**src/clock_mode_pkg.sv**
```systemverilog
// Constants and types for the core clock and divider mode selection block.
// Assumes nothing; imported by the top module, the strap model, the checker and the bench.
package clock_mode_pkg;

    // =========================================================
    // Divider select codes on the strap pins
    localparam logic [2:0] DIVSEL_BY1 = 3'h0;
    localparam logic [2:0] DIVSEL_BY2 = 3'h1;
    localparam logic [2:0] DIVSEL_BY4 = 3'h2;
    localparam logic [2:0] DIVSEL_BY6 = 3'h3;
    localparam logic [2:0] DIVSEL_BY8 = 3'h4;

    // =========================================================
    // Divisors and core clock figures
    localparam logic [3:0] DIV_1 = 4'h1;
    localparam logic [3:0] DIV_2 = 4'h2;
    localparam logic [3:0] DIV_4 = 4'h4;
    localparam logic [3:0] DIV_6 = 4'h6;
    localparam logic [3:0] DIV_8 = 4'h8;
    localparam logic [5:0] CORE_MULT = 6'h38;              // 56
    localparam logic [11:0] INSTR_NORMAL = 12'he00;        // 3584
    localparam logic [11:0] INSTR_DUAL = 12'h700;          // 1792
    localparam logic [11:0] INSTR_QUAD = 12'h380;          // 896
    // Divided reference cycles per sample: instructions / multiplier
    localparam logic [6:0] DREF_NORMAL = 7'h40;            // 64
    localparam logic [6:0] DREF_DUAL = 7'h20;              // 32
    localparam logic [6:0] DREF_QUAD = 7'h10;              // 16

    // =========================================================
    // Core rate and output clock configuration
    typedef enum logic [1:0] {
        RATE_NORMAL = 2'h0,
        RATE_DUAL   = 2'h1,
        RATE_QUAD   = 2'h2,
        RATE_BAD    = 2'h3
    } rate_t;

    typedef enum logic [1:0] {
        BUFFERED_REFERENCE_OUT_OFF  = 2'h0,
        BUFFERED_REFERENCE_OUT_REF2 = 2'h1,
        BUFFERED_REFERENCE_OUT_REF4 = 2'h2,
        BUFFERED_REFERENCE_OUT_DIV  = 2'h3
    } buffered_reference_out_mode_t;

    typedef enum logic [1:0] {
        ST_HOLD    = 2'h0,
        ST_CAPTURE = 2'h1,
        ST_RUN     = 2'h3,
        ST_FAULT   = 2'h2
    } state_t;

    // =========================================================
    // Reset values
    localparam logic [3:0] DIV_RESET = 4'h1;
    localparam logic [11:0] INSTR_RESET = 12'h000;

    function automatic logic [3:0] divisor_of(input logic [2:0] code);
        case (code)
            DIVSEL_BY1: divisor_of = DIV_1;
            DIVSEL_BY2: divisor_of = DIV_2;
            DIVSEL_BY4: divisor_of = DIV_4;
            DIVSEL_BY6: divisor_of = DIV_6;
            DIVSEL_BY8: divisor_of = DIV_8;
            default:    divisor_of = 4'h0;
        endcase
    endfunction

    function automatic logic [11:0] instr_of(input rate_t rate);
        case (rate)
            RATE_NORMAL: instr_of = INSTR_NORMAL;
            RATE_DUAL:   instr_of = INSTR_DUAL;
            RATE_QUAD:   instr_of = INSTR_QUAD;
            default:     instr_of = INSTR_RESET;
        endcase
    endfunction

    function automatic logic [6:0] dref_of(input rate_t rate);
        case (rate)
            RATE_NORMAL: dref_of = DREF_NORMAL;
            RATE_DUAL:   dref_of = DREF_DUAL;
            RATE_QUAD:   dref_of = DREF_QUAD;
            default:     dref_of = DREF_NORMAL;
        endcase
    endfunction

endpackage

```
**src/reference_divider.sv**
```systemverilog
// Reference divider: one-cycle tick every divisor clocks while enabled.
// Assumes a synchronised active-low reset and a divisor held while enabled.
`timescale 1ns/10ps
module reference_divider #(
    parameter int WIDTH = 4
) (
    // Clock and reset
    input  wire logic             clk,
    input  wire logic             rst_n,
    // Control
    input  wire logic             enable,
    input  wire logic [WIDTH-1:0] divisor,
    // Result
    output logic                  tick
);
    typedef struct packed {
        logic [WIDTH-1:0] count;
        logic             tick;
    } div_state_t;

    div_state_t cur;
    div_state_t next_cur;

    // =========================================================
    // Counter
    always_comb begin
        next_cur = cur;
        next_cur.tick = 1'b0;
        if (!enable) begin
            next_cur.count = '0;
        end else if (cur.count >= divisor - WIDTH'(1)) begin
            next_cur.count = '0;
            next_cur.tick = 1'b1;
        end else begin
            next_cur.count = cur.count + WIDTH'(1);
        end
    end

    always_ff @(posedge clk or negedge rst_n) begin
        if (!rst_n) begin
            cur <= '0;
        end else begin
            cur <= next_cur;
        end
    end

    assign tick = cur.tick;
endmodule

```
**src/core_clock_pll_mode_select.sv**
```systemverilog
// Master clock intake, reference division, per-sample core cycle timing
// and buffered reference output. MCLK is the reference clock input.
// Assumes strap pins are static around reset release.
`timescale 1ns/10ps

// Behaviour
// RULE1: Divide reference by 1,2,4,6,8 for codes 000-100; multiply by 56.
// RULE2: Normal rate gives 3584 core cycles per sample.
// RULE3: Dual rate gives 1792 core cycles per sample.
// RULE4: Quad rate gives 896 core cycles per sample.
// RULE5: Master clock input is the only reference for clock generation.
// RULE6: Buffered clock output behaviour set by its configuration pins.
// RULE7: Active-low reset; enter on falling edge, leave on rising edge.
// RULE8: Every reset returns all state to defaults.
// RULE9: Divider code captured at reset release; 101-111 unsupported.
module core_clock_pll_mode_select
    import clock_mode_pkg::*;
(
    // Clock and reset
    input  wire logic                        MCLK,
    input  wire logic                        NRST,
    // Strap and configuration pins
    input  wire logic [2:0]                  DIVIDER_SELECT_PINS,
    input  wire clock_mode_pkg::rate_t       CORE_RATE_SELECT,
    input  wire clock_mode_pkg::buffered_reference_out_mode_t OUTPUT_CLOCK_CONFIG_PINS,
    // Status
    output logic                             LOCKED,
    output logic                             MODE_UNSUPPORTED,
    output logic [3:0]                       DIVISOR,
    output logic [5:0]                       MULTIPLIER,
    output logic [11:0]                      INSTR_PER_SAMPLE,
    // Timing strobes
    output logic                             DIVIDED_REF_TICK,
    output logic                             SAMPLE_TICK,
    // Buffered reference output
    output logic                             BUFFERED_REFERENCE_OUT
);
    import clock_mode_pkg::*;

    typedef struct packed {
        state_t       state;
        rate_t        rate;
        logic [3:0]   divisor;
        logic [6:0]   dref_count;
        logic [1:0]   out_count;
        logic         locked;
        logic         unsupported;
        logic [5:0]   mult;
        logic [11:0]  instr;
        logic         div_tick;
        logic         sample_tick;
        logic         ref_out;
    } top_state_t;

    // =========================================================
    // Register defaults; every reset restores all of them, and the
    // block keeps no memory that could survive one
    localparam top_state_t RESET_STATE = '{
        state:       ST_HOLD,
        rate:        RATE_NORMAL,
        divisor:     DIV_RESET,
        dref_count:  7'h00,
        out_count:   2'h0,
        locked:      1'b0,
        unsupported: 1'b0,
        mult:        6'h00,
        instr:       INSTR_RESET,
        div_tick:    1'b0,
        sample_tick: 1'b0,
        ref_out:     1'b0
    };

    // =========================================================
    // Core cycles per sample over the fixed multiplier gives the
    // divided-reference cycles per sample
    function automatic logic last_dref(
        input logic [6:0] count,
        input rate_t      rate
    );
        last_dref = (count >= dref_of(rate) - 7'h01);
    endfunction

    // =========================================================
    // Strap capture: a code beyond divide-by-8 or the spare rate code
    // is refused, not guessed at; divider and sample timing idle until the next
    // reset, since a wrong core clock would be worse than none
    function automatic top_state_t capture_straps(
        input top_state_t prev,
        input logic [2:0] code,
        input rate_t      rate
    );
        capture_straps = prev;
        capture_straps.rate = rate;
        capture_straps.mult = CORE_MULT;                 // RULE1
        if (divisor_of(code) == 4'h0 || rate == RATE_BAD) begin
            capture_straps.unsupported = 1'b1;           // RULE9
            capture_straps.divisor = DIV_RESET;
            capture_straps.instr = INSTR_RESET;
            capture_straps.state = ST_FAULT;
        end else begin
            capture_straps.divisor = divisor_of(code);   // RULE1
            capture_straps.instr = instr_of(rate);       // RULE2 RULE3 RULE4
            capture_straps.locked = 1'b1;
            capture_straps.state = ST_RUN;
        end
    endfunction

    // =========================================================
    // Buffered output: it can only change at MCLK edges, so MCLK/2 is
    // the fastest setting; mode pins are live, not latched
    function automatic logic clock_out_next(
        input buffered_reference_out_mode_t mode,
        input logic         level,
        input logic         phase,
        input logic         dref_tick
    );
        case (mode)
            BUFFERED_REFERENCE_OUT_OFF:  clock_out_next = 1'b0;
            BUFFERED_REFERENCE_OUT_REF2: clock_out_next = ~level;
            BUFFERED_REFERENCE_OUT_REF4: clock_out_next = phase ? ~level : level;
            BUFFERED_REFERENCE_OUT_DIV:  clock_out_next = dref_tick ? ~level : level;
            default:     clock_out_next = 1'b0;
        endcase
    endfunction

    top_state_t cur;
    top_state_t next_cur;
    logic [1:0] rst_sync;
    logic       rst_n;
    logic       div_tick_raw;

    // =========================================================
    // Reset release through two flip-flops
    // Asserts at once; release lands on a clock edge so no flop
    // sees its reset lift close to MCLK
    always_ff @(posedge MCLK or negedge NRST) begin
        if (!NRST) begin
            rst_sync <= 2'h0;                            // RULE7
        end else begin
            rst_sync <= {rst_sync[0], 1'b1};             // RULE7
        end
    end
    assign rst_n = rst_sync[1];

    // =========================================================
    // Reference divider, run only once a mode is accepted
    // Held at zero outside RUN so every mode starts from a fresh count
    reference_divider #(
        .WIDTH(4)
    ) u_reference_divider (
        .clk    (MCLK),                                  // RULE5
        .rst_n  (rst_n),
        .enable (cur.state == ST_RUN),
        .divisor(cur.divisor),                           // RULE1
        .tick   (div_tick_raw)
    );

    // =========================================================
    // Mode capture, sample timing and output clock
    always_comb begin
        next_cur = cur;
        next_cur.div_tick = 1'b0;
        next_cur.sample_tick = 1'b0;
        case (cur.state)
            ST_HOLD: begin
                next_cur.state = ST_CAPTURE;
            end
            ST_CAPTURE: begin
                // Straps sampled once, second clock after release
                next_cur = capture_straps(next_cur,
                                          DIVIDER_SELECT_PINS, // RULE9
                                          CORE_RATE_SELECT);
            end
            ST_RUN: begin
                next_cur.div_tick = div_tick_raw;
                if (div_tick_raw) begin
                    // 56 core cycles per divided reference cycle
                    if (last_dref(cur.dref_count, cur.rate)) begin
                        next_cur.dref_count = 7'h00;
                        next_cur.sample_tick = 1'b1;     // RULE2 RULE3 RULE4
                    end else begin
                        next_cur.dref_count = cur.dref_count + 7'h01;
                    end
                end
            end
            ST_FAULT: begin
                // Stays here until the next reset
                next_cur.state = ST_FAULT;
            end
            default: begin
                next_cur.state = ST_HOLD;
            end
        endcase

        next_cur.out_count = cur.out_count + 2'h1;
        next_cur.ref_out = clock_out_next(OUTPUT_CLOCK_CONFIG_PINS,
                                          cur.ref_out, cur.out_count[0],
                                          cur.state == ST_RUN &&
                                          div_tick_raw);        // RULE6
    end

    always_ff @(posedge MCLK or negedge rst_n) begin
        if (!rst_n) begin
            cur <= RESET_STATE;                          // RULE8
        end else begin
            cur <= next_cur;
        end
    end

    // =========================================================
    // Outputs, all straight from the state register
    assign LOCKED = cur.locked;
    assign MODE_UNSUPPORTED = cur.unsupported;
    assign DIVISOR = cur.divisor;
    assign MULTIPLIER = cur.mult;
    assign INSTR_PER_SAMPLE = cur.instr;
    assign DIVIDED_REF_TICK = cur.div_tick;
    assign SAMPLE_TICK = cur.sample_tick;
    assign BUFFERED_REFERENCE_OUT = cur.ref_out;
endmodule

```
**config.mk**
```make
export PLATFORM = sky130hd
export DESIGN_NAME = core_clock_pll_mode_select
export DESIGN_NICKNAME = d
export VERILOG_FILES = /design/src/clock_mode_pkg.sv /design/src/reference_divider.sv /design/src/core_clock_pll_mode_select.sv
export SDC_FILE = /design/constraint.sdc
export NUM_CORES = 1
export LEC_CHECK = 0
export BUFFER_PORTS_ARGS = -buffer_cell sky130_fd_sc_hd__buf_2
export CORE_UTILIZATION = 35
export CTS_CLUSTER_DIAMETER = 60
export DETAILED_ROUTE_END_ITERATION = 12
export RECOVER_POWER = 100
export SLEW_MARGIN = 0
export SYNTH_ARGS = -nofsm -noshare
export SYNTH_HDL_FRONTEND = slang
export SYNTH_HIERARCHICAL = 1
export SYNTH_SLANG_ARGS = --single-unit
```
**constraint.sdc**
```tcl
create_clock -name MCLK -period 1.15 [get_ports MCLK]
set_input_delay 0.115 -clock MCLK [delete_from_list [all_inputs] [get_ports MCLK]]
set_output_delay 0.115 -clock MCLK [all_outputs]
set_load 0.05 [all_outputs]
```
### Yosys cells after proc, flatten, opt, wreduce, memory -nomap -nowiden

Cells that the tools add are included.
Widths: inputs -> output; s select.

| operators by class | value |
|---|---|
| reduce and logical (&&, ||, !) cells | 12 |
| bitwise gates (word level) | 2 |
| add/subtract/negate cells | 5 |
| multiplexer cells | 21 |
| multiply operators | 0 |
| eq/ne operators | 17 |
| order comparisons | 2 |
| shift operators | 0 |
| divide/modulo/power cells | 0 |

Operators with widths:

| operator | count |
|---|---|
| $pmux 12 s3 | 1 |
| $mux 7 | 3 |
| $pmux 4 s5 | 1 |
| $mux 4 | 4 |
| $eq 2x2->1 const B | 7 |
| $pmux 7 s2 | 1 |
| $mux 12 | 1 |
| $eq 2x1->1 const B | 4 |
| $reduce_and 2->1 | 4 |
| $add 7x1->7 const B | 1 |
| $ge 7x7->1 | 1 |
| $mux 1 | 7 |
| $sub 7x1->7 const B | 1 |
| $eq 3x2->1 const B | 2 |
| $logic_not 2->1 | 3 |
| $pmux 2 s3 | 1 |
| $add 4x1->4 const B | 1 |
| $ge 4x4->1 | 1 |
| $logic_not 4->1 | 1 |
| $ne 2x2->1 const B | 2 |
| $pmux 1 s4 | 1 |
| $sub 4x1->4 const B | 1 |
| $eq 3x1->1 const B | 1 |
| $eq 3x3->1 const B | 1 |
| other kinds (7) | 8 |

| storage, ports and cells | value |
|---|---|
| bits in read-only memories | 0 |
| RAM bits | 0 |
| logic and storage cells | 74 |
| latch bits | 0 |
| output and inout bits | 27 |
| input port bits | 9 |
| register bits | 42 |
| memories | 0 |

### Depth between registers and ports, before layout

| logic depth | value |
|---|---|
| depth in word-level cells | 9 |
| mapped depth | 7 |
| gate-level depth less buffers | 7 |

### By module

Netlist, hierarchy kept.

By module, submodules not included:

| module | area an instance (µm²) | sequential area each (µm²) | times used | cells an instance |
|---|---|---|---|---|
| core_clock_pll_mode_select | 1,626.6 | 726.9 | 1 | 158 |
| reference_divider | 326.6 | 125.1 | 1 | 31 |

### Least setup slack after synthesis

Ideal clock, no wire load.

| timing path | value |
|---|---|
| path type | reg2reg |
| start | reg cur, in the netlist DIVISOR[0] |
| end | reg u_reference_divider.cur, in the netlist u_reference_divider/tick |
| path buffers | 0 |
| stages on the path, launching flop included | 7 |
| period minus slack after synthesis | 1.678 ns |
| setup time | 0.119 ns |
| arrival | 1.559 ns |
| slack | -0.528 ns |
| required time | 1.031 ns |
| cells stage by stage | dfstp_2 -> inv_1 -> ha_1 -> ha_1 -> o211ai_1 -> o21ai_0 -> and2_1 |

RTL lines:

| element | RTL line | source |
|---|---|---|
| from (decl) | core_clock_pll_mode_select.sv:126 | `top_state_t cur;` |
| from (signal assigned) | core_clock_pll_mode_select.sv:206 | `cur <= next_cur;` |
| to (signal assigned) | reference_divider.sv:43 | `cur <= next_cur;` |
| to (decl) | reference_divider.sv:21 | `div_state_t cur;` |

==> out/summary.txt <==
status: complete, but fails checks
failing checks: setup timing
Post-synth EDFFs: 0
vias in the first global route: 1496
worst flop-to-flop path startpoint: DIVISOR[0]$_DFFE_PN1P_
Final Max Tran Viols: 0
hold path startpoint: OUTPUT_CLOCK_CONFIG_PINS[1]
xor/xnor share of the synthesized area: 2.69%
clock transition at the registers of the reported paths: 0.07 ns
Fill cells: 460
Adder-Cell Fraction of Synth Area: 13.5%
Hold Path Class: in -> reg
post-synthesis simple-gate area fraction: 14.8%
# nets final: 283
first-pass GRT wire length: 6.60 mm
Worst R2R Path Depth: 7
final hold violations: 0
WHS Path Cells: 2
Diodes inserted: 0
mean area per synthesized cell: 10.3 um^2
proportion of layout cells with a drive suffix above 1: 50.0%
setup violators final: 31
DR DRC count: 0
hold path endpoint: BUFFERED_REFERENCE_OUT$_DFFE_PN0P_
ys flop type: dfrtp_1
GRT Overall Usage: 14.2%
DIE AREA: 0.00588 mm^2
switching share of power: 25.6%
combinational group share of total power: 10.7%
net switching power: 0.000604 W
Final ANT Viol Nets: 0
Root Buffer: clkbuf_8
H-tree lvl count: 2
global placement routability congestion: 0.738
maximum clock frequency: 587 MHz
Reg power frac: 51.7%
Die W: 76.7 um
async set-or-reset flop fraction in the synthesized netlist: 100%
pre-CTS setup slack: -0.536 ns
Buffers on Ports: 25
Max VDD drop: 0.000517 V
Reg2Reg Setup Slack: -0.55 ns
Clock Skew: 0.00929 ns
worst-path maximum fanout: 4
CP Launch Type: register
metal3 WL: 113 um
mux cell area share after synthesis: 1.67%
largest family of logic cells by synthesized area: simple AND/OR/NAND/NOR gates
Synth top area share: 42.3%
Period minus WS final: 1.70 ns
I/O pins: 36
DRT met1 WL: 1.78 mm
Clk Latency, worst-skew pair: 0.28 ns
Detailed Route WL: 3.81 mm
WP data arrival: 1.86 ns
CTS tree: yes
top layer in use: met4
sequential fraction of the synthesis area: 43.6%
Slew Limit Headroom: 58.0%
Least-Margin Pin Slew: 0.631 ns
largest net degree at the start of global routing: 26
Unique masters post-synth: 45
# rows: 26
largest area contributor in the netlist: dfrtp_1
Multi-input gate area: 0.00119 mm^2
Cells after Synth: 189
Synth-to-Final Area Change: 45.2%
Pwr Density: 831 mW/mm^2
design area: 0.00284 mm^2
RSZ-0062 raised after global routing: yes
Post-Syn Area: 0.00195 mm^2
CP endpoint kind: register
grt ovf: 0
Core Area: 0.00524 mm^2
DR iter-0 viols: 34
crit path kind: reg -> reg
Pint: 0.00175 W
Commonest cells post-synth: 33 x dfrtp_1, 22 x buf_4, 21 x ha_1
worst r2r dst: u_reference_divider/cur[2]$_DFF_PN0_
Worst EP required: 1.31 ns
max_cap viols: 0
FF/Latch Area: 853 um^2
setup TNS: -8.72 ns
Die H: 76.7 um
total number of yosys warnings: 6
Clk network pwr share: 37.6%
via count: 1468
Synth Area in Compound Gates: 11.2%
Placed Area: 0.00240 mm^2
top cells by area, synth: dfrtp_1 42%, ha_1 13%, buf_4 8.5%, inv_1 3.1%, xnor2_1 2.2%
#FFs+latches synth: 34
CTS Buf Count: 5
Core Util, Final: 54.1%
Pre-antenna DRT Iters: 4
Leak: 1.37 nW
WL/cell: 11.8 um
TritonCTS Sinks: 34
CTS max path bufs: 2
setup slack after layout: -0.552 ns
post-route clock period utilization: 148%
drt via density: 4.53
met2 wire length: 1.88 mm
count leader, synth: dfrtp_1
post-DP HPWL: 2.70 mm
Initial Utilization: 37.3%
initial antenna violation count: 0
## critical path, stage by stage, from the launching register on
cell      delay, ns
dfstp_2        0.55
inv_2          0.06
ha_4           0.15
xnor2_1        0.12
ha_1           0.27
o211ai_1       0.13
o211ai_2       0.24
nor2_1         0.07
## layout make-up
type                            instances  area share [%]
Inverter                               17            2.60
Clock buffer                            7            3.05
Multi-Input combinational cell        124            42.1
Clock inverter                          1           0.177
Sequential cell                        34            30.1
Timing Repair Buffer                   71            18.9
Tap cell                               70            3.09
## cell families after synthesis
group                    after synthesis
AND/OR/NAND/NOR                       51
buffers and inverters                 41
flip-flops                            34
AO/OA/AOI/OAI                         31
adder cells (fa/ha/maj)               21
XOR/XNOR                               6
multiplexers                           3
other                                  2
## metal layers
metal,global-route usage (%),up-vias
li1,-,746
met1,17.7,694
met2,23.9,24
met3,3.57,4
met4,4.62,0
met5,0,-
## worst max path at each step
stage                     cells after the start  slack [ns]                   start                                    to
final                                         7       -0.55  DIVISOR[0]$_DFFE_PN1P_  u_reference_divider/cur[2]$_DFF_PN0_
after global routing                          7       -0.64  DIVISOR[0]$_DFFE_PN1P_  u_reference_divider/cur[2]$_DFF_PN0_
after CTS                                     7       -0.55  DIVISOR[0]$_DFFE_PN1P_  u_reference_divider/cur[2]$_DFF_PN0_
after detailed placement                      7       -0.54  DIVISOR[0]$_DFFE_PN1P_  u_reference_divider/cur[2]$_DFF_PN0_
after global placement                        7       -0.50  DIVISOR[0]$_DFFE_PN1P_  u_reference_divider/cur[2]$_DFF_PN0_
after floorplan                               7       -0.45  DIVISOR[0]$_DFFE_PN1P_  u_reference_divider/cur[4]$_DFF_PN0_
## stage by stage
stage | instances | hold slack, ns | power (W)
global placement | 306 | -0.100 | 0.00147
detailed placement | 306 | -0.0977 | 0.00148
floorplan | 199 | -0.181 | 0.00144
finish | 324 | 0.0825 | 0.00236
global route | 324 | 0.111 | 0.00247
CTS | 322 | 0.0734 | 0.00240
## cells in the final DEF (no fill, tap or decap), types with 3 or more instances in the layout
cell type,netlist,layout
a211oi_2,1,4
nand3_1,6,3
conb_1,2,12
nor2_1,8,6
buf_6,0,10
buf_8,0,4
nor3_1,5,3
clkbuf_1,0,4
o31ai_2,0,3
xnor2_1,5,5
clkbuf_8,0,6
o21ai_1,0,3
inv_2,1,3
o21ai_0,8,4
clkbuf_2,0,14
nand2_1,10,5
buf_4,22,31
inv_1,16,11
ha_4,0,6
or3_1,6,5
nand2_2,1,3
ha_1,21,15
dfrtp_1,33,32
buf_2,1,8
## repair_timing
item,in CTS,in global routing
hold buffers,1,0
endpoints found under the setup margin,31,33
gates cloned,0,0
endpoints found under the hold margin,2,0
pin swaps,18,5
setup buffers,7,3
resized for setup,48,21
## flip-flops by register name, summed over array words and instances, names as in the netlist
| signal | count |
|---|---|
| DIVISOR | 4 |
| SAMPLE_TICK | 1 |
| u_reference_divider/tick | 1 |
| u_reference_divider/cur | 4 |
| cur | 12 |
| rst_sync | 2 |
| DIVIDED_REF_TICK | 1 |
| INSTR_PER_SAMPLE | 5 |
| LOCKED | 1 |
| MODE_UNSUPPORTED | 1 |
| MULTIPLIER | 1 |
| BUFFERED_REFERENCE_OUT | 1 |
## power by group through the flow
stage                     Combinational (W)  Sequential (W)  Clock, W
final                              0.000251         0.00122  0.000886
after global routing               0.000274         0.00122  0.000975
after CTS                          0.000252         0.00122  0.000932
after detailed placement           0.000236         0.00124         0
after global placement             0.000234         0.00124         0
after floorplan                    0.000158         0.00128         0
No activity file was read; power rests on OpenSTA's default activity.
